`src/bsr_consts.svh`:
```
// Offsets, field positions, reset values and counts of the seed bank.
`ifndef BSR_CONSTS_SVH
`define BSR_CONSTS_SVH

// ****************************************************************
// Register offsets
// ****************************************************************
`define BSR_OFS_LONG_SEED 8'h60
`define BSR_OFS_SHORT_CTRL 8'h62
`define BSR_OFS_TEST_BUS 8'h64
`define BSR_OFS_QUAL_NOISE_A 8'h66
`define BSR_OFS_SIG_NOISE_B 8'h68
`define BSR_OFS_SERVICE_I 8'h6A
`define BSR_OFS_LEN_LOW_Q 8'h6C
`define BSR_OFS_LEN_HIGH_MP 8'h6E
`define BSR_OFS_CRC_LOW_MPCNT 8'h70
`define BSR_OFS_CRC_HIGH_QUAL 8'h72
`define BSR_OFS_TX_POWER 8'h74

// ****************************************************************
// Field positions
// ****************************************************************
`define BSR_SEED_MSB 6
`define BSR_VIEW_BIT 7
`define BSR_SEED_SEL_BIT 3
`define BSR_MP_THR_MSB 7
`define BSR_MP_THR_LSB 5

// ****************************************************************
// Reset values and counts
// ****************************************************************
`define BSR_LONG_SEED_RST 8'h00
`define BSR_SHORT_CTRL_RST 8'h00
`define BSR_MP_DEPTH 15
`define BSR_TXP_SAMPLES 64
`define BSR_TXP_SHIFT 6

`endif

```
`src/bsr_pkg.sv`:
```
// Types shared by the seed and receive status register bank.
package bsr_pkg;

  // Register port request from software.
  typedef struct packed {
    logic [7:0] addr;
    logic [7:0] wdata;
    logic wr;
    logic rd;
  } bsr_bus_req_type;

  // Live values from the receive datapath.
  typedef struct packed {
    logic [7:0] noise_level_antenna_one;
    logic [7:0] noise_level_antenna_two;
    logic [7:0] snr_quality;
    logic [7:0] signal_field;
    logic [7:0] service_field;
    logic [15:0] length_field;
    logic [15:0] header_crc;
    logic [7:0] i_offset;
    logic [7:0] q_offset;
    logic [7:0] mp_metric;
    logic [7:0] pkt_quality;
  } bsr_rx_stat_type;

  // One transmit power sample, signed.
  typedef struct packed {
    logic [7:0] sample;
    logic valid;
  } bsr_txp_type;

  // Readback view of the read-only registers.
  typedef enum logic {
    BSR_VIEW_B,
    BSR_VIEW_A
  } bsr_view_type;

endpackage : bsr_pkg

```
`src/bsr_mp_history.sv`:
```
// Sliding count of packets with multipath over threshold.
`include "bsr_consts.svh"

module bsr_mp_history (
  input wire logic i_mclk,
  input wire logic i_rst_b,
  input wire logic i_push,
  input wire logic i_over,
  output logic [3:0] o_count
);
  import bsr_pkg::*;

  logic [`BSR_MP_DEPTH-1:0] hist_q;
  logic [3:0] count_d;

  // The oldest flag leaves as the newest enters, so the count stays exact.
  always_comb begin
    count_d = o_count;
    if (i_push) begin
      count_d = o_count + 4'(i_over) - 4'(hist_q[`BSR_MP_DEPTH-1]);
    end
  end

  always_ff @(posedge i_mclk or negedge i_rst_b) begin
    if (!i_rst_b) begin
      hist_q <= '0;
      o_count <= 4'h0;
    end else if (i_push) begin
      hist_q <= {hist_q[`BSR_MP_DEPTH-2:0], i_over};
      o_count <= count_d;
    end
  end
endmodule : bsr_mp_history

```
`src/bsr_seed_regs.sv`:
```
// Scrambler seed registers and two-view receive status readback.
//
// Summary of operation
// - Long-preamble seed in bits 6:0 at 0x60.
// - Short-preamble seed and view bit at 0x62.
// - Config bit 3 picks long or short seed.
// - View bit 0 reads b, 1 reads a.
// - 0x64 returns live test bus value.
// - 0x66: noise antenna one or SNR quality.
// - 0x68: noise antenna two or signal field.
// - 0x6A: I DC offset or service field.
// - 0x6C: Q DC offset or length low.
// - 0x6E: multipath metric or length high.
// - 0x70: multipath count of 15 or CRC low.
// - 0x72: packet quality after receive, or CRC high.
// - 0x74: transmit power averaged over 64 samples.
//
// The address-and-strobe port was chosen for this implementation.
`include "bsr_consts.svh"

module bsr_seed_regs (
  input wire logic i_mclk,
  input wire logic i_rst_b,
  input wire bsr_pkg::bsr_bus_req_type i_bus,
  output logic [7:0] o_rdata,
  input wire logic [7:0] i_test_bus,
  input wire logic [7:0] i_config_reg_five,
  input wire logic [7:0] i_multipath_threshold_cfg,
  input wire logic i_receive_processing_active,
  input wire logic i_pkt_done,
  input wire bsr_pkg::bsr_rx_stat_type i_rx,
  input wire bsr_pkg::bsr_txp_type i_txp,
  output logic [6:0] o_scrambler_seed,
  output logic o_txp_update
);
  import bsr_pkg::*;

  // ****************************************************************
  // Declarations
  // ****************************************************************
  logic [7:0] long_seed_q;
  logic [7:0] short_ctrl_q;
  bsr_view_type view;
  logic [7:0] rdata_d;
  logic active_q;
  logic [7:0] quality_q;
  logic [5:0] txp_cnt_q;
  logic signed [13:0] txp_acc_q;
  logic signed [13:0] txp_sum;
  logic [7:0] txp_avg_q;
  logic mp_over;
  logic [3:0] mp_count;

  // Picks the a view when selected, else the b view.
  function automatic logic [7:0] view_pick(
    input bsr_view_type sel,
    input logic [7:0] a_val,
    input logic [7:0] b_val
  );
    view_pick = (sel == BSR_VIEW_A) ? a_val : b_val;
  endfunction : view_pick

  // True when a write targets the given offset.
  function automatic logic wr_hit(
    input bsr_bus_req_type req,
    input logic [7:0] ofs
  );
    wr_hit = req.wr && (req.addr == ofs);
  endfunction : wr_hit

  // ****************************************************************
  // Writable registers
  // ****************************************************************
  always_ff @(posedge i_mclk or negedge i_rst_b) begin
    if (!i_rst_b) begin
      long_seed_q <= `BSR_LONG_SEED_RST;
    end else if (wr_hit(i_bus, `BSR_OFS_LONG_SEED)) begin
      long_seed_q <= i_bus.wdata;
    end
  end

  always_ff @(posedge i_mclk or negedge i_rst_b) begin
    if (!i_rst_b) begin
      short_ctrl_q <= `BSR_SHORT_CTRL_RST;
    end else if (wr_hit(i_bus, `BSR_OFS_SHORT_CTRL)) begin
      short_ctrl_q <= i_bus.wdata;
    end
  end

  assign view = bsr_view_type'(short_ctrl_q[`BSR_VIEW_BIT]);

  // ****************************************************************
  // Scrambler seed selection
  // ****************************************************************
  // A set select bit loads the short-preamble seed.
  always_ff @(posedge i_mclk or negedge i_rst_b) begin
    if (!i_rst_b) begin
      o_scrambler_seed <= 7'h00;
    end else if (i_config_reg_five[`BSR_SEED_SEL_BIT]) begin
      o_scrambler_seed <= short_ctrl_q[`BSR_SEED_MSB:0];
    end else begin
      o_scrambler_seed <= long_seed_q[`BSR_SEED_MSB:0];
    end
  end

  // ****************************************************************
  // Packet quality capture
  // ****************************************************************
  // The metric settles only when receive processing ends, so it is
  // taken on that falling edge and held for software.
  always_ff @(posedge i_mclk or negedge i_rst_b) begin
    if (!i_rst_b) begin
      active_q <= 1'b0;
    end else begin
      active_q <= i_receive_processing_active;
    end
  end

  always_ff @(posedge i_mclk or negedge i_rst_b) begin
    if (!i_rst_b) begin
      quality_q <= 8'h00;
    end else if (active_q && !i_receive_processing_active) begin
      quality_q <= i_rx.pkt_quality;
    end
  end

  // ****************************************************************
  // Multipath history
  // ****************************************************************
  assign mp_over = i_rx.mp_metric[`BSR_MP_THR_MSB:`BSR_MP_THR_LSB] >
    i_multipath_threshold_cfg[`BSR_MP_THR_MSB:`BSR_MP_THR_LSB];

  bsr_mp_history u_mp_history (
    .i_mclk(i_mclk),
    .i_rst_b(i_rst_b),
    .i_push(i_pkt_done),
    .i_over(mp_over),
    .o_count(mp_count)
  );

  // ****************************************************************
  // Transmit power average
  // ****************************************************************
  assign txp_sum = txp_acc_q + 14'(signed'(i_txp.sample));

  always_ff @(posedge i_mclk or negedge i_rst_b) begin
    if (!i_rst_b) begin
      txp_cnt_q <= 6'h00;
      txp_acc_q <= 14'sh0000;
    end else if (i_txp.valid) begin
      txp_cnt_q <= txp_cnt_q + 6'h01;
      if (txp_cnt_q == 6'(`BSR_TXP_SAMPLES - 1)) begin
        txp_acc_q <= 14'sh0000;
      end else begin
        txp_acc_q <= txp_sum;
      end
    end
  end

  always_ff @(posedge i_mclk or negedge i_rst_b) begin
    if (!i_rst_b) begin
      txp_avg_q <= 8'h00;
      o_txp_update <= 1'b0;
    end else begin
      o_txp_update <= 1'b0;
      if (i_txp.valid && txp_cnt_q == 6'(`BSR_TXP_SAMPLES - 1)) begin
        txp_avg_q <= txp_sum[13:`BSR_TXP_SHIFT];
        o_txp_update <= 1'b1;
      end
    end
  end

  // ****************************************************************
  // Read path
  // ****************************************************************
  // Only the two seed offsets decode writes; the read-only offsets
  // have no write path at all.
  always_comb begin
    rdata_d = 8'h00;
    if (i_bus.rd) begin
      case (i_bus.addr)
        `BSR_OFS_LONG_SEED: rdata_d = long_seed_q;
        `BSR_OFS_SHORT_CTRL: rdata_d = short_ctrl_q;
        `BSR_OFS_TEST_BUS: rdata_d = i_test_bus;
        `BSR_OFS_QUAL_NOISE_A: rdata_d = view_pick(view,
          i_rx.noise_level_antenna_one, i_rx.snr_quality);
        `BSR_OFS_SIG_NOISE_B: rdata_d = view_pick(view,
          i_rx.noise_level_antenna_two, i_rx.signal_field);
        `BSR_OFS_SERVICE_I: rdata_d = view_pick(view,
          i_rx.i_offset, i_rx.service_field);
        `BSR_OFS_LEN_LOW_Q: rdata_d = view_pick(view,
          i_rx.q_offset, i_rx.length_field[7:0]);
        `BSR_OFS_LEN_HIGH_MP: rdata_d = view_pick(view,
          i_rx.mp_metric, i_rx.length_field[15:8]);
        `BSR_OFS_CRC_LOW_MPCNT: rdata_d = view_pick(view,
          {4'h0, mp_count}, i_rx.header_crc[7:0]);
        `BSR_OFS_CRC_HIGH_QUAL: rdata_d = view_pick(view,
          quality_q, i_rx.header_crc[15:8]);
        `BSR_OFS_TX_POWER: rdata_d = txp_avg_q;
        default: rdata_d = 8'h00;
      endcase
    end
  end

  always_ff @(posedge i_mclk or negedge i_rst_b) begin
    if (!i_rst_b) begin
      o_rdata <= 8'h00;
    end else begin
      o_rdata <= rdata_d;
    end
  end
endmodule : bsr_seed_regs

```
`config.mk`:
```
export PLATFORM = sky130hd
export DESIGN_NAME = bsr_seed_regs
export DESIGN_NICKNAME = d
export VERILOG_FILES = /design/src/bsr_pkg.sv /design/src/bsr_mp_history.sv /design/src/bsr_seed_regs.sv
export VERILOG_INCLUDE_DIRS = /design/src
export SDC_FILE = /design/constraint.sdc
export NUM_CORES = 1
export LEC_CHECK = 0
export BUFFER_PORTS_ARGS = -buffer_cell sky130_fd_sc_hd__buf_2
export CAP_MARGIN = 30
export CORE_UTILIZATION = 50
export DETAILED_ROUTE_END_ITERATION = 12
export PLACE_DENSITY = 0.79
export SYNTH_ARGS = -nofsm -noshare
export SYNTH_HDL_FRONTEND = slang
export SYNTH_HIERARCHICAL = 1
export SYNTH_SLANG_ARGS = --single-unit
```
`constraint.sdc`:
```
create_clock -name i_mclk -period 2.98 [get_ports i_mclk]
set_input_delay 0 -clock i_mclk [delete_from_list [all_inputs] [get_ports i_mclk]]
set_output_delay 0 -clock i_mclk [all_outputs]
set_load 0.005 [all_outputs]
```
# Yosys cells after proc, flatten, opt, wreduce, memory -nomap -nowiden
# Index checks and enable logic that the tools add are counted.
dict set report totals {
  register_bits 88
  input_bits 159
  elab_cells 46
}
dict set report op_classes {
  addsub 4
  magnitude_cmp 1
  n_eq_ne 12
  mux 12
  reduce_logical 5
}
# op count
set op_table {}
lappend op_table {{8-bit by 7-bit == test with 1-bit output, second input constant} 11}
lappend op_table {{8-bit case mux with 11 select lines} 1}
lappend op_table {{8-bit two-way mux} 8}
lappend op_table {{14-bit by 8-bit adder with 14-bit output} 1}
lappend op_table {{14-bit two-way mux} 1}
lappend op_table {{7-bit two-way mux} 1}
lappend op_table {{6-bit by 1-bit adder with 6-bit output, second input constant} 1}
lappend op_table {{6-bit == test, second input constant} 1}
lappend op_table {{4-bit by 1-bit adder with 4-bit output} 1}
lappend op_table {{1-bit logical AND} 4}
lappend op_table {{4-bit by 1-bit subtractor with 4-bit output} 1}
lappend op_table {{3-bit > comparator} 1}
lappend op_table {{1-bit logical NOT} 1}
lappend op_table {{1-bit two-way mux} 1}

# Longest topological paths before layout
# Gate-level depths: netlist of the first run.
dict set report logic_depth {
  ltp_word 3
  ltp_mapped 12
  mapped_depth_nobuf 12
}

# Hierarchy
# The synthesis of the first run kept the hierarchy.
# mod instances cells_per_inst area_per_inst_um2
set by_module_without_submodules {}
lappend by_module_without_submodules {bsr_seed_regs 1 441 4584.4}
lappend by_module_without_submodules {bsr_mp_history 1 68 879.6}

# Least setup slack after synthesis of the first run
# Ideal clock, no wire load.
dict set report synth_timing {
  path_kind {register to register}
  from {register txp_acc_q[0]}
  to {register txp_acc_q[12]}
  setup_ps 101
  t_arrival_ps 1978
  required_ps 2879
  slack_ps 901
  stages_incl_launch_ff 10
  n_path_buf 0
  synth_period_minus_slack_ps 2079
  path_cell_list {dfrtp_1 -> ha_1 -> inv_1 -> fa_1 -> nor2b_1 -> o31ai_1 -> a31oi_1 -> a31oi_1 -> o21a_1 -> o32ai_1}
}
dict set report synth_between {
  elab_chain_cells 2
}
# element line
set synth_lines {}
lappend synth_lines {{start, declared} bsr_seed_regs.sv:48} ;# logic signed [13:0] txp_acc_q;
lappend synth_lines {{start signal, assigned} bsr_seed_regs.sv:155} ;# txp_acc_q <= txp_sum;
lappend synth_lines {{14-bit by 8-bit adder with 14-bit output} bsr_seed_regs.sv:144} ;# assign txp_sum = txp_acc_q + 14'(signed'(i_txp.sample));
lappend synth_lines {{14-bit two-way mux} bsr_seed_regs.sv:152} ;# if (txp_cnt_q == 6'(`BSR_TXP_SAMPLES - 1)) begin
# No other way between the ends.
# A chain may end at the register's enable or synchronous reset.

# Worst setup path after layout of the first run
# Ends and elaborated chain as after synthesis.

==> summary.txt, run 1 <==
Worst setup path
  – CP Max Fanout: 4
  – Crit-path cells: ha_1, inv_1, fa_1, nor2b_1, o31ai_1, a31oi_1, a31oi_1, o21a_1, o32ai_1
  – Crit Path Class: flip-flop to flip-flop
  – Largest stage delay, worst path: 0.37 ns
  – Crit path DAT: roughly 2.7 ns
  – Slowest CP cell: fa_1
  – CP Capture Type: flip-flop
  – Reg2reg path depth: 9
  – Startpoint types: flip-flop
  – Critical path's most frequent cell: a31oi_1
  – Worst reg-to-reg setup slack: 0.54 ns
  – Crit path required time: about 3.2 ns

Power and ir drop
  – Power Density: slightly above 600 mW/mm^2
  – Peak VDD IR: 0.0004005 V
  – Total power: 4.185 mW
  – Leakage: between 3 and 4 nW

Layout
  – P&R area growth vs syn: 23.88%
  – Nets: ~870
  – Layout cells sized above 1: 0.3759

Placement
  – Routability cong.: 0.9230
  – Post-DP HPWL: ~12 mm
  – Buffers on Ports: 162

Global route
  – Vias in the first global route: 4983
  – Largest net degree at the start of global routing: 50
  – Initial antenna violation count: 4
  – First-pass GRT wire length: 24.87 mm
  – Gr ovfl total: 0
  – Total track usage: 0.2843

Job
  – # Max-Cap Violations: 0

Floorplan
  – I/O pin count: between 150 and 200
  – Die Span X: 106.5 um
  – Die height: 106.5 um
  – Die area: ~0.011 mm^2
  – Core ar.: ~0.010 mm^2
  – Initial core utilization: 0.5222
  – Site Rows: 37

Hold path
  – Hold Crit Depth: 3
  – Hold crit path type: input port to flip-flop

Synth
  – Syn Nets: 691
  – Sequential share of the synthesized area: 0.4030
  – Syn Area/Cell: 10.73 um^2
  – Synth unique cells: 66
  – Yosys reg bits: 88
  – YS warnings: 6
  – Synth Cell Area: 0.005464 mm^2
  – Mapped Cells: 509
  – Asr flop ratio synth: 1.000
  – Post-synth EDFFs: 0
  – Ys flop type: dfrtp_1

Clock tree
  – CTS tree: built
  – Clk sinks: 88
  – Total CTS buffers: 9
  – Clk Latency, worst-skew pair: 0.36 ns
  – Clock Path Buffers: 2
  – Root buf cell: clkbuf_8
  – Clock transition at path regs: ~0.09 ns
  – CTS H-Tree Depth: 3

Timing
  – RSZ-0062 raised after global routing: no
  – Fin crit share: 0.8178
  – Worst-Margin Slew: 0.9475 ns
  – Final Skew: 0.007694 ns
  – Highest Clock Rate: 0.4103 GHz
  – Final Setup Violations: 0
  – Post-layout min period: 2.437 ns
  – Max Slew Vio Count: 0
  – Setup TNS: 0 ns
  – Final hold violation count: 0
  – Worst slew margin: 0.3671

Routing
  – Drt first pass iters: 9
  – Wirelength per Cell: 18.71 um
  – Initial DRC count: 457
  – Final wirelength: roughly 16 mm
  – Post-route DRC: 0
  – Vias/cell: 5.889
  – Via count: 4882
  – Routed Antenna Nets: 0

Run status
  – Outcome: finished, final reports clean
==> logic make-up after synthesis <==
| family | after synthesis | share of synthesized area |
|---|---|---|
| AOI/OAI and AO/OA | 124 | 0.1630 |
| buffers and inverters | 45 | 0.03778 |
| DFF | 88 | 0.4030 |
| and+or+nand+nor | 120 | 0.1168 |
| muxes | 95 | 0.2015 |
| adders and majority gates | 23 | 0.05542 |
| xor gates and xnor gates | 14 | 0.02244 |
==> worst paths after layout <==
path / startpoint / endpoint
worst max-delay path: txp_acc_q[0] / txp_acc_q[12]
worst min-delay path: i_txp[0] / txp_acc_q[0]
worst max register to register: txp_acc_q[0] / txp_acc_q[12]
worst min register to register: txp_cnt_q[5] / txp_cnt_q[5]
max in group asynchronous: i_rst_b / o_txp_update
min in group asynchronous: i_rst_b / quality_q[6]
==> layout by cell type (no fill, tap or decap), types with 17 or more instances in the layout <==
master and n:
buf_2 161, dfrtp_1 87, mux2_2 52, nand2_1 43, mux2i_1 29, ha_1 21, inv_1 20, a21oi_1 20
nor2_1 19, dlygate4sd3_1 18, o21ai_0 17
==> cell type report <==
| type | count | area (um^2) |
|---|---|---|
| Multi-Input combinational cell | 376 | 3055 |
| Timing Repair Buffer | 189 | 1061 |
| Clock buffer | 10 | 137.6 |
| Sequential cell | 88 | 2203 |
| Antenna cell | 4 | 10.01 |
| Fill cell | 870 | 3694 |
| Inverter | 20 | 75.07 |
| Clock inverter | 6 | 56.30 |
| Tap cell | 136 | 170.2 |
==> worst max-delay path: cells and delay by family, from the launching register on <==
kind / cells / cell delay (ns)
flops: 1 / 0.36
compound gates: 5 / 1.13
fa+ha+maj: 2 / 0.56
buf+inv: 1 / 0.07
simple gates: 1 / 0.20
==> metrics by stage <==
| stage | instances | worst slack (ns) | util | hold WS (ns) | cell area [um^2] |
|---|---|---|---|---|---|
| 3_5_place_dp | 791 | 0.5499 | 0.6103 | 0.04735 | 6385 |
| 4_1_cts | 825 | 0.5281 | 0.6460 | 0.01805 | 6759 |
| 2_1_floorplan | 509 | 0.9011 | - | -0.2956 | 5464 |
| 6_report | 829 | 0.5429 | 0.6470 | 0.02896 | 6769 |
| 3_3_place_gp | 791 | 0.6665 | 0.6103 | 0.04297 | 6385 |
| 5_1_grt | 829 | 0.3058 | 0.6470 | 0.03741 | 6769 |
==> cell usage after synthesis, drive strengths merged (7+ instances only) <==
master,n,share of area
inv,20,0.014
o22ai,10,0.011
nand2,44,0.032
nand3,15,0.018
ha,21,0.048
a21oi,20,0.018
nor3,8,0.0073
mux2,60,0.12
o21ai,19,0.017
nor2b,7,0.0085
a31oi,8,0.0092
buf,19,0.020
a21o,7,0.0096
xnor2,9,0.014
nor2,20,0.014
dfrtp,88,0.40
mux2i,29,0.053
==> registers in the layout (all words and copies together), names as in the netlist <==
signal	cells
long_seed_q	8
txp_acc_q	14
u_mp_history/o_count	4
txp_avg_q	8
short_ctrl_q	8
quality_q	8
active_q	1
txp_cnt_q	6
o_scrambler_seed	7
o_txp_update	1
u_mp_history/hist_q	15
o_rdata	8
==> power by group <==
group          leakage, nW  switching (mW)  internal, mW  total, mW
clock network       0.0978           0.471         0.347      0.817
logic                 1.95           0.876         0.794       1.67
registers             1.13           0.207          1.49       1.70
==> layer usage <==
metal / up-vias / global-route usage / wire, um
met5: - / 0 / 0
met4: 0 / 0.1389 / 503
met3: 35 / 0.04292 / 1006
met2: 214 / 0.4949 / 7923
met1: 2367 / 0.3431 / 6074
li1: 2266 / - / -
==> repair_timing <==
item                      in CTS  in global routing
resized for setup              0                  0
hold endpoints to repair      72                  0
hold buffers                  18                  0
setup buffers                  0                  0
Note: power is estimated with default switching activity, not from simulation.
==> run 2, diff against run 1 <==
Settings changed: ABC_AREA set to 1, CORE_UTILIZATION 50 to 48, PLACE_DENSITY 0.79 to 0.78.
Clock period 2.98 ns to 2.2 ns, I/O delays scaled along.
==> run 2 against run 1 <==
Net effect:
- worst setup slack worse by 0.21 ns
- hold slack better by 0.019 ns
- clock skew is 0.0048 ns higher
- die area is 13% higher
- critical path depth is 2 higher
- fmax is 31% higher
- flip-flop and latch count stayed put
- combinational power is 29% higher
- non-clock buffer count is 9 higher
- sequential share of layout area is 2.7 points lower
- clock power is 85% higher
- cell area is 9.0% higher
- highest routed layer unchanged
==> summary.txt, run 2 <==
Run status
  – Outcome: finished, final reports clean

Synth
  – Yosys reg bits: 88 (unchanged)
  – Top post-synthesis cells by area: dfrtp_1, nand2_1, nand3_1, inv_1, ha_1
  – Most frequent cell after synthesis: nand2_1
  – Mapped Cells: 850 (+67%)
  – Syn Area/Cell: 6.989 um^2 (-35%)
  – Sequential share of the synthesized area: 0.3707 (-0.03234)
  – Asr flop ratio synth: 1.000 (unchanged)
  – Synth unique cells: 34 (-48%)
  – YS warnings: 6 (unchanged)
  – Syn Nets: 1032 (+49%)
  – Post-synth EDFFs: 0 (unchanged)
  – Ys flop type: dfrtp_1
  – Commonest cells in the netlist: nand2_1, nand3_1, dfrtp_1
  – Yosys top cell area share: 0.3707 (-0.03234)
  – Synth Cell Area: 0.005941 mm^2 (+8.7%)
  – Dominant cell type by area after synthesis: dfrtp_1

Clock tree
  – Clk Latency, worst-skew pair: 0.35 ns (about the same)
  – Setup bufs post-CTS: 0 (unchanged)
  – Root buf cell: clkbuf_16
  – CTS tree: built
  – Clock transition at path regs: 0.07 ns (-0.02 ns)
  – CTS resizes: 0 (unchanged)
  – Total CTS buffers: 9 (unchanged)
  – CTS H-Tree Depth: 3 (unchanged)
  – Clock Path Buffers: 2 (unchanged)
  – Clk sinks: 88 (unchanged)
  – Hold Buf Count CTS: 22 (+4)

Layout
  – Number of flip-flops in the largest register: 15 (unchanged)
  – N_diodes: 0 (-4)
  – Nets: 1209 (+40%)
  – Post-route insts no fill: 1200 (+45%)
  – Most frequent cells in the layout: nand2_1, buf_2, nand3_1
  – Top Registers: u_mp_history/hist_q (15), txp_acc_q (14)
  – Layout cells sized above 1: 0.2345 (-0.1414)
  – Commonest non-fill, non-tap cell in the layout: nand2_1
  – Largest Register: u_mp_history/hist_q
  – P&R area growth vs syn: 24.24%

Worst setup path
  – Crit path DAT: 2.10 ns (-0.59 ns)
  – Crit path required time: 2.43 ns (-0.81 ns)
  – Crit Path Class: flip-flop to flip-flop
  – CP Capture Type: flip-flop
  – Startpoint types: flip-flop
  – CP Max Fanout: 3 (-1)

Power and ir drop
  – Total power: 5.841 mW (+40%)
  – Leakage: 4.136 nW (+30%)
  – Power Density: 791.4 mW/mm^2 (+28%)
  – Peak VDD IR: 0.0005423 V (+35%)

Timing
  – Highest Clock Rate: 0.5361 GHz (+31%)
  – Max Slew Vio Count: 0 (unchanged)
  – RSZ-0062 raised after global routing: no
  – Worst-Margin Slew: 0.7192 ns (-0.2283 ns)
  – Final hold violation count: 0 (unchanged)
  – Setup TNS: 0 ns (unchanged)
  – Post-layout min period: 1.865 ns (-0.5717 ns)
  – Final Setup Violations: 0 (unchanged)
  – Worst slew margin: 0.5194 (+0.1524)
  – Fin crit share: 0.8479 (+0.03010)
  – Final Skew: 0.01246 ns (+0.004768 ns)

Floorplan
  – Die Span X: 113.3 um (+6.3%)
  – Core ar.: 0.01206 mm^2 (+15%)
  – Site Rows: 40 (+8.1%)
  – Die height: 113.3 um (+6.3%)
  – Initial core utilization: 0.4925 (-0.02971)
  – Die area: 0.01283 mm^2 (+13%)
  – I/O pin count: 175 (unchanged)

Routing
  – Vias/cell: 4.912 (-17%)
  – Final wirelength: 16.08 mm (+3.7%)
  – Via count: 5894 (+21%)
  – Wirelength per Cell: 13.40 um (-28%)
  – Routed Antenna Nets: 0 (unchanged)
  – Post-route DRC: 0 (unchanged)
  – Drt first pass iters: 4 (-5)
  – Initial DRC count: 409 (-11%)

Global route
  – Total track usage: 0.2596 (-0.02468)
  – M1 GR Usage: 0.3073 (-0.03582)
  – Grt met3 use: 0.05142 (+0.008501)
  – Initial antenna violation count: 1 (-3)
  – Largest net degree at the start of global routing: 54 (+8.0%)
  – Vias in the first global route: 5599 (+12%)
  – GR peak layer: met2
  – Gr ovfl total: 0 (unchanged)
  – Met2 Use GR: 0.4622 (-0.03273)
  – First-pass GRT wire length: 25.95 mm (+4.3%)

Placement
  – Buffers on Ports: 162 (unchanged)
  – Placed Instances: 1162 (+47%)
  – Post-DP HPWL: 12.12 mm (+2.1%)
  – Routability cong.: 0.9366 (+1.5%)

Job
  – # Max-Cap Violations: 0 (unchanged)

Hold path
  – Hold crit path type: input port to flip-flop
[run 2: path summary, 6_finish.rpt]
path / slack, ns / cells after the start / to / startpoint
max: 0.33 / 11 / txp_acc_q[6] / txp_acc_q[0]
max in group asynchronous: 1.42 / 3 / txp_acc_q[5] / i_rst_b
max reg2reg: 0.33 / 11 / txp_acc_q[6] / txp_acc_q[0]
min: 0.05 / 3 / u_mp_history/o_count[3] / i_pkt_done
min in group asynchronous: 0.16 / 2 / o_rdata[6] / i_rst_b
min reg2reg: 0.48 / 2 / u_mp_history/hist_q[9] / u_mp_history/hist_q[9]
[run 2: layout make-up]
type | instances | area [um^2]
inverters | 94 | 352.8
repair buffers | 198 | 1164
flip-flops and latches | 88 | 2203
clock inverters | 7 | 73.82
fillers | 1111 | 4681
well taps | 168 | 210.2
multi-input cells | 636 | 3152
clock buffers | 9 | 225.2
[run 2: routing by layer]
layer | up-vias | part of all wire
met3 | 25 | 0.068
li1 | 3051 | -
met2 | 193 | 0.49
met1 | 2625 | 0.42
met5 | - | 0
met4 | 0 | 0.026
[run 2: per-stage QoR]
step	utilization	setup slack (ns)	cell area [um^2]	hold slack [ns]
2_1_floorplan	-	0.5683	5941	-0.2956
3_3_place_gp	0.5689	0.3608	6862	-0.0002319
3_5_place_dp	0.5689	0.3464	6862	-0.003410
4_1_cts	0.6119	0.3401	7381	0.03926
5_1_grt	0.6119	0.2356	7381	0.05939
6_report	0.6119	0.3346	7381	0.04759
[run 2: cells by family after synthesis]
group / count (synthesis) / synth area share
and+or+nand+nor: 516 / 0.3705
muxes: 12 / 0.02275
buffers and inverters: 126 / 0.09878
xor gates and xnor gates: 11 / 0.01622
DFF: 88 / 0.3707
adders and majority gates: 23 / 0.05097
AOI/OAI and AO/OA: 74 / 0.07014
[run 2: report_power, final]
part / switching (mW) / leakage [nW] / internal, mW
combinational: 1.28 / 2.85 / 0.882
sequential: 0.223 / 1.14 / 1.94
clock: 0.713 / 0.147 / 0.801
[run 2: critical path, stage by stage (launching register included)]
cell     delay (ns)
dfrtp_1        0.38
ha_1           0.21
inv_1          0.08
fa_1           0.24
nor2_1         0.07
nor2_1         0.20
inv_1          0.09
nand2_1        0.06
nand2_1        0.06
or2_1          0.22
nand3_1        0.07
nand2_1        0.05
==> run 3, diff against run 2 <==
Clock period 2.2 ns to 1.7 ns, I/O delays scaled along.
==> run 3 against run 2 <==
Net effect:
- the flow now finishes with violations (setup timing)
- critical path depth unchanged
- utilization up 2.8 points
- critical endpoint unchanged
- clock skew down 0.0040 ns
==> summary.txt, run 3 (same netlist as run 2, synthesis figures left out) <==
Layout
  – Final instance area: 0.007715 mm^2 (+4.5%)
  – Commonest non-fill, non-tap cell in the layout: nand2_1
  – N_diodes: 0 (unchanged)
  – Number of flip-flops in the largest register: 15 (unchanged)
  – Layout cells sized above 1: 0.2782 (+0.04371)
  – P&R area growth vs syn: 29.87%
  – Nets: 1223 (+1.2%)
  – Most frequent cells in the layout: nand2_1, buf_2, nand3_1
  – Largest Register: u_mp_history/hist_q
  – Top Registers: u_mp_history/hist_q (15), txp_acc_q (14)

Hold path
  – Hold crit path type: input port to flip-flop

Routing
  – Routed Antenna Nets: 0 (unchanged)
  – Post-route DRC: 0 (unchanged)
  – Routed length on met2: 8.237 mm (+4.7%)
  – Final wirelength: 16.93 mm (+5.3%)
  – DR top layer: met4
  – Met3 wire length: 1.144 mm (+5.2%)
  – Via count: 6189 (+5.0%)
  – Initial DRC count: 371 (-9.3%)
  – Wirelength per Cell: 13.94 um (+4.1%)
  – Post-Route M1 WL: 6.989 mm (+4.2%)
  – Vias/cell: 5.098 (+3.8%)
  – Drt first pass iters: 5 (+1)

Worst setup path
  – Critical path's most frequent cell: nand2_1
  – Slowest CP cell: dfrtp_1
  – CP Max Fanout: 3 (unchanged)
  – CP Capture Type: flip-flop
  – Crit path required time: 1.93 ns (-0.50 ns)
  – Crit Path Class: flip-flop to flip-flop
  – Crit-path cells: ha_2, inv_2, fa_2, nor2_2, nor2_2, inv_2, nand2_1, nand2_1, or2_1, nand3_1, nand2_1
  – Largest stage delay, worst path: 0.38 ns (about the same)
  – Startpoint types: flip-flop
  – Crit path DAT: 1.94 ns (-0.16 ns)

Timing
  – Final hold violation count: 0 (unchanged)
  – Final Setup Violations: 1 (+1)
  – Setup slack after layout: -0.002339 ns (-0.3369 ns)
  – RSZ-0062 raised after global routing: yes
  – Worst slew margin: 0.6549 (+0.1355)
  – Post-layout min period: 1.702 ns (-0.1631 ns)
  – Highest Clock Rate: 0.5874 GHz (+9.6%)
  – Fin crit share: 1.001 (+0.1534)
  – Max Slew Vio Count: 0 (unchanged)
  – Worst-Margin Slew: 0.5177 ns (-0.2015 ns)
  – Final Skew: 0.008444 ns (-0.004018 ns)

Clock tree
  – Clk sinks: 88 (unchanged)
  – Root buf cell: clkbuf_16
  – Total CTS buffers: 9 (unchanged)
  – Clock transition at path regs: 0.07 ns (about the same)
  – Clk Latency, worst-skew pair: 0.35 ns (about the same)
  – CTS tree: built
  – Clock Path Buffers: 2 (unchanged)
  – CTS H-Tree Depth: 3 (unchanged)

Job
  – # Max-Cap Violations: 0 (unchanged)

Global route
  – Total track usage: 0.2634 (+0.003806)
  – Gr ovfl total: 0 (unchanged)
  – First-pass GRT wire length: 26.52 mm (+2.2%)
  – Vias in the first global route: 5782 (+3.3%)
  – Largest net degree at the start of global routing: 51 (-5.6%)
  – Initial antenna violation count: 0 (-1)

Power and ir drop
  – Net switching power: 3.091 mW (+40%)
  – Peak VDD IR: 0.0008224 V (+52%)
  – Reg power frac: 0.348 (-0.023)
  – Leakage: 4.221 nW (+2.0%)
  – Internal power: 5.159 mW (+42%)
  – Total power: 8.250 mW (+41%)
  – Power Density: 1069 mW/mm^2 (+35%)
  – Clock share of power: 0.245 (-0.014)
  – Switching Share: 0.3747 (-0.004465)
  – Combinational Power Share: 0.407 (+0.037)

Placement
  – Buffers on Ports: 162 (unchanged)
  – Post-DP HPWL: 12.13 mm (about the same)
  – Placement Cell Area: 0.006922 mm^2 (+0.88%)
  – Routability cong.: 0.9338 (-0.30%)

Run status
  – Outcome: finished with violations
  – Failing checks: setup timing

Floorplan
  – I/O pin count: 175 (unchanged)
  – Site Rows: 40 (unchanged)
  – Die Span X: 113.3 um (unchanged)
  – Initial core utilization: 0.4925 (unchanged)
  – Core ar.: 0.01206 mm^2 (unchanged)
  – Die area: 0.01283 mm^2 (unchanged)
  – Die height: 113.3 um (unchanged)
==> run 3: cell types whose count changed in the layout (fill, tap and decap cells not counted), moves of 4 or more <==
cell | previous run | this run
buf_4 | 13 | 27
ha_1 | 21 | 7
ha_4 | 0 | 12
inv_1 | 83 | 79
inv_2 | 11 | 15
nand3_1 | 111 | 107
nand3_2 | 3 | 7
nor2_1 | 43 | 39
==> run 3: path summary, 6_finish.rpt <==
path                            depth (start not counted)                   to            startpoint  slack [ns]
worst max-delay path                                   11         txp_acc_q[6]          txp_acc_q[0]      -0.002
worst min-delay path                                    2  o_scrambler_seed[4]  i_config_reg_five[3]       0.008
worst max register to register                         11         txp_acc_q[6]          txp_acc_q[0]      -0.002
worst min register to register                          1         txp_cnt_q[5]          txp_cnt_q[5]        0.47
max in group asynchronous                               3         txp_cnt_q[4]               i_rst_b        0.93
min in group asynchronous                               2  o_scrambler_seed[4]               i_rst_b        0.17
==> run 3: repair_timing <==
item                       CTS  global route
hold buffers                21             0
pin swaps                    1             9
resized for setup            3            37
buffers inserted             0             7
hold endpoints to repair    70             0
setup endpoints to repair    3            22
==> run 3: layer usage <==
| metal | global-route usage | vias to the layer above |
|---|---|---|
| met5 | 0 | - |
| met4 | 0.1105 | 0 |
| met3 | 0.05463 | 48 |
| met2 | 0.4642 | 247 |
| met1 | 0.3118 | 2811 |
| li1 | - | 3083 |
==> run 3: critical path: cells and delay by family, from the launching register on <==
family | cells | cell delay, ns
simple gates | 7 | 0.68
fa+ha+maj | 2 | 0.40
flops | 1 | 0.38
buf+inv | 2 | 0.12
==> run 3: final cells by class <==
type	count	area, um^2
sequential	88	2203
multi-input combinational	636	3377
fill	1057	4347
clock buffer	9	225.2
clock inverter	7	76.32
timing repair buffer	212	1270
tap	168	210.2
inverter	94	352.8
==> run 3: stage by stage <==
stage                      TNS [ns]  hold WS (ns)  std cells  worst slack (ns)    util
final                     -0.002339      0.008178       1214         -0.002339  0.6396
after global routing        -0.5530       0.03334       1214          -0.08981  0.6396
after CTS                 -0.001644     0.0001952       1207         -0.001644  0.6169
after detailed placement    -0.3135      0.009230       1170           -0.1936  0.5739
after global placement      -0.1697       0.01175       1170           -0.1188  0.5739
after floorplan                   0       -0.2956        850           0.06831       -
==> run 3: power by group through the flow <==
stage | Sequential (mW) | Combinational, mW | Clock, mW
final | 2.87 | 3.36 | 2.02
after global routing | 2.92 | 3.81 | 2.16
after global placement | 2.82 | 2.69 | 0
after detailed placement | 2.84 | 2.78 | 0
after CTS | 2.81 | 2.86 | 2.07
after floorplan | 2.76 | 2.08 | 0
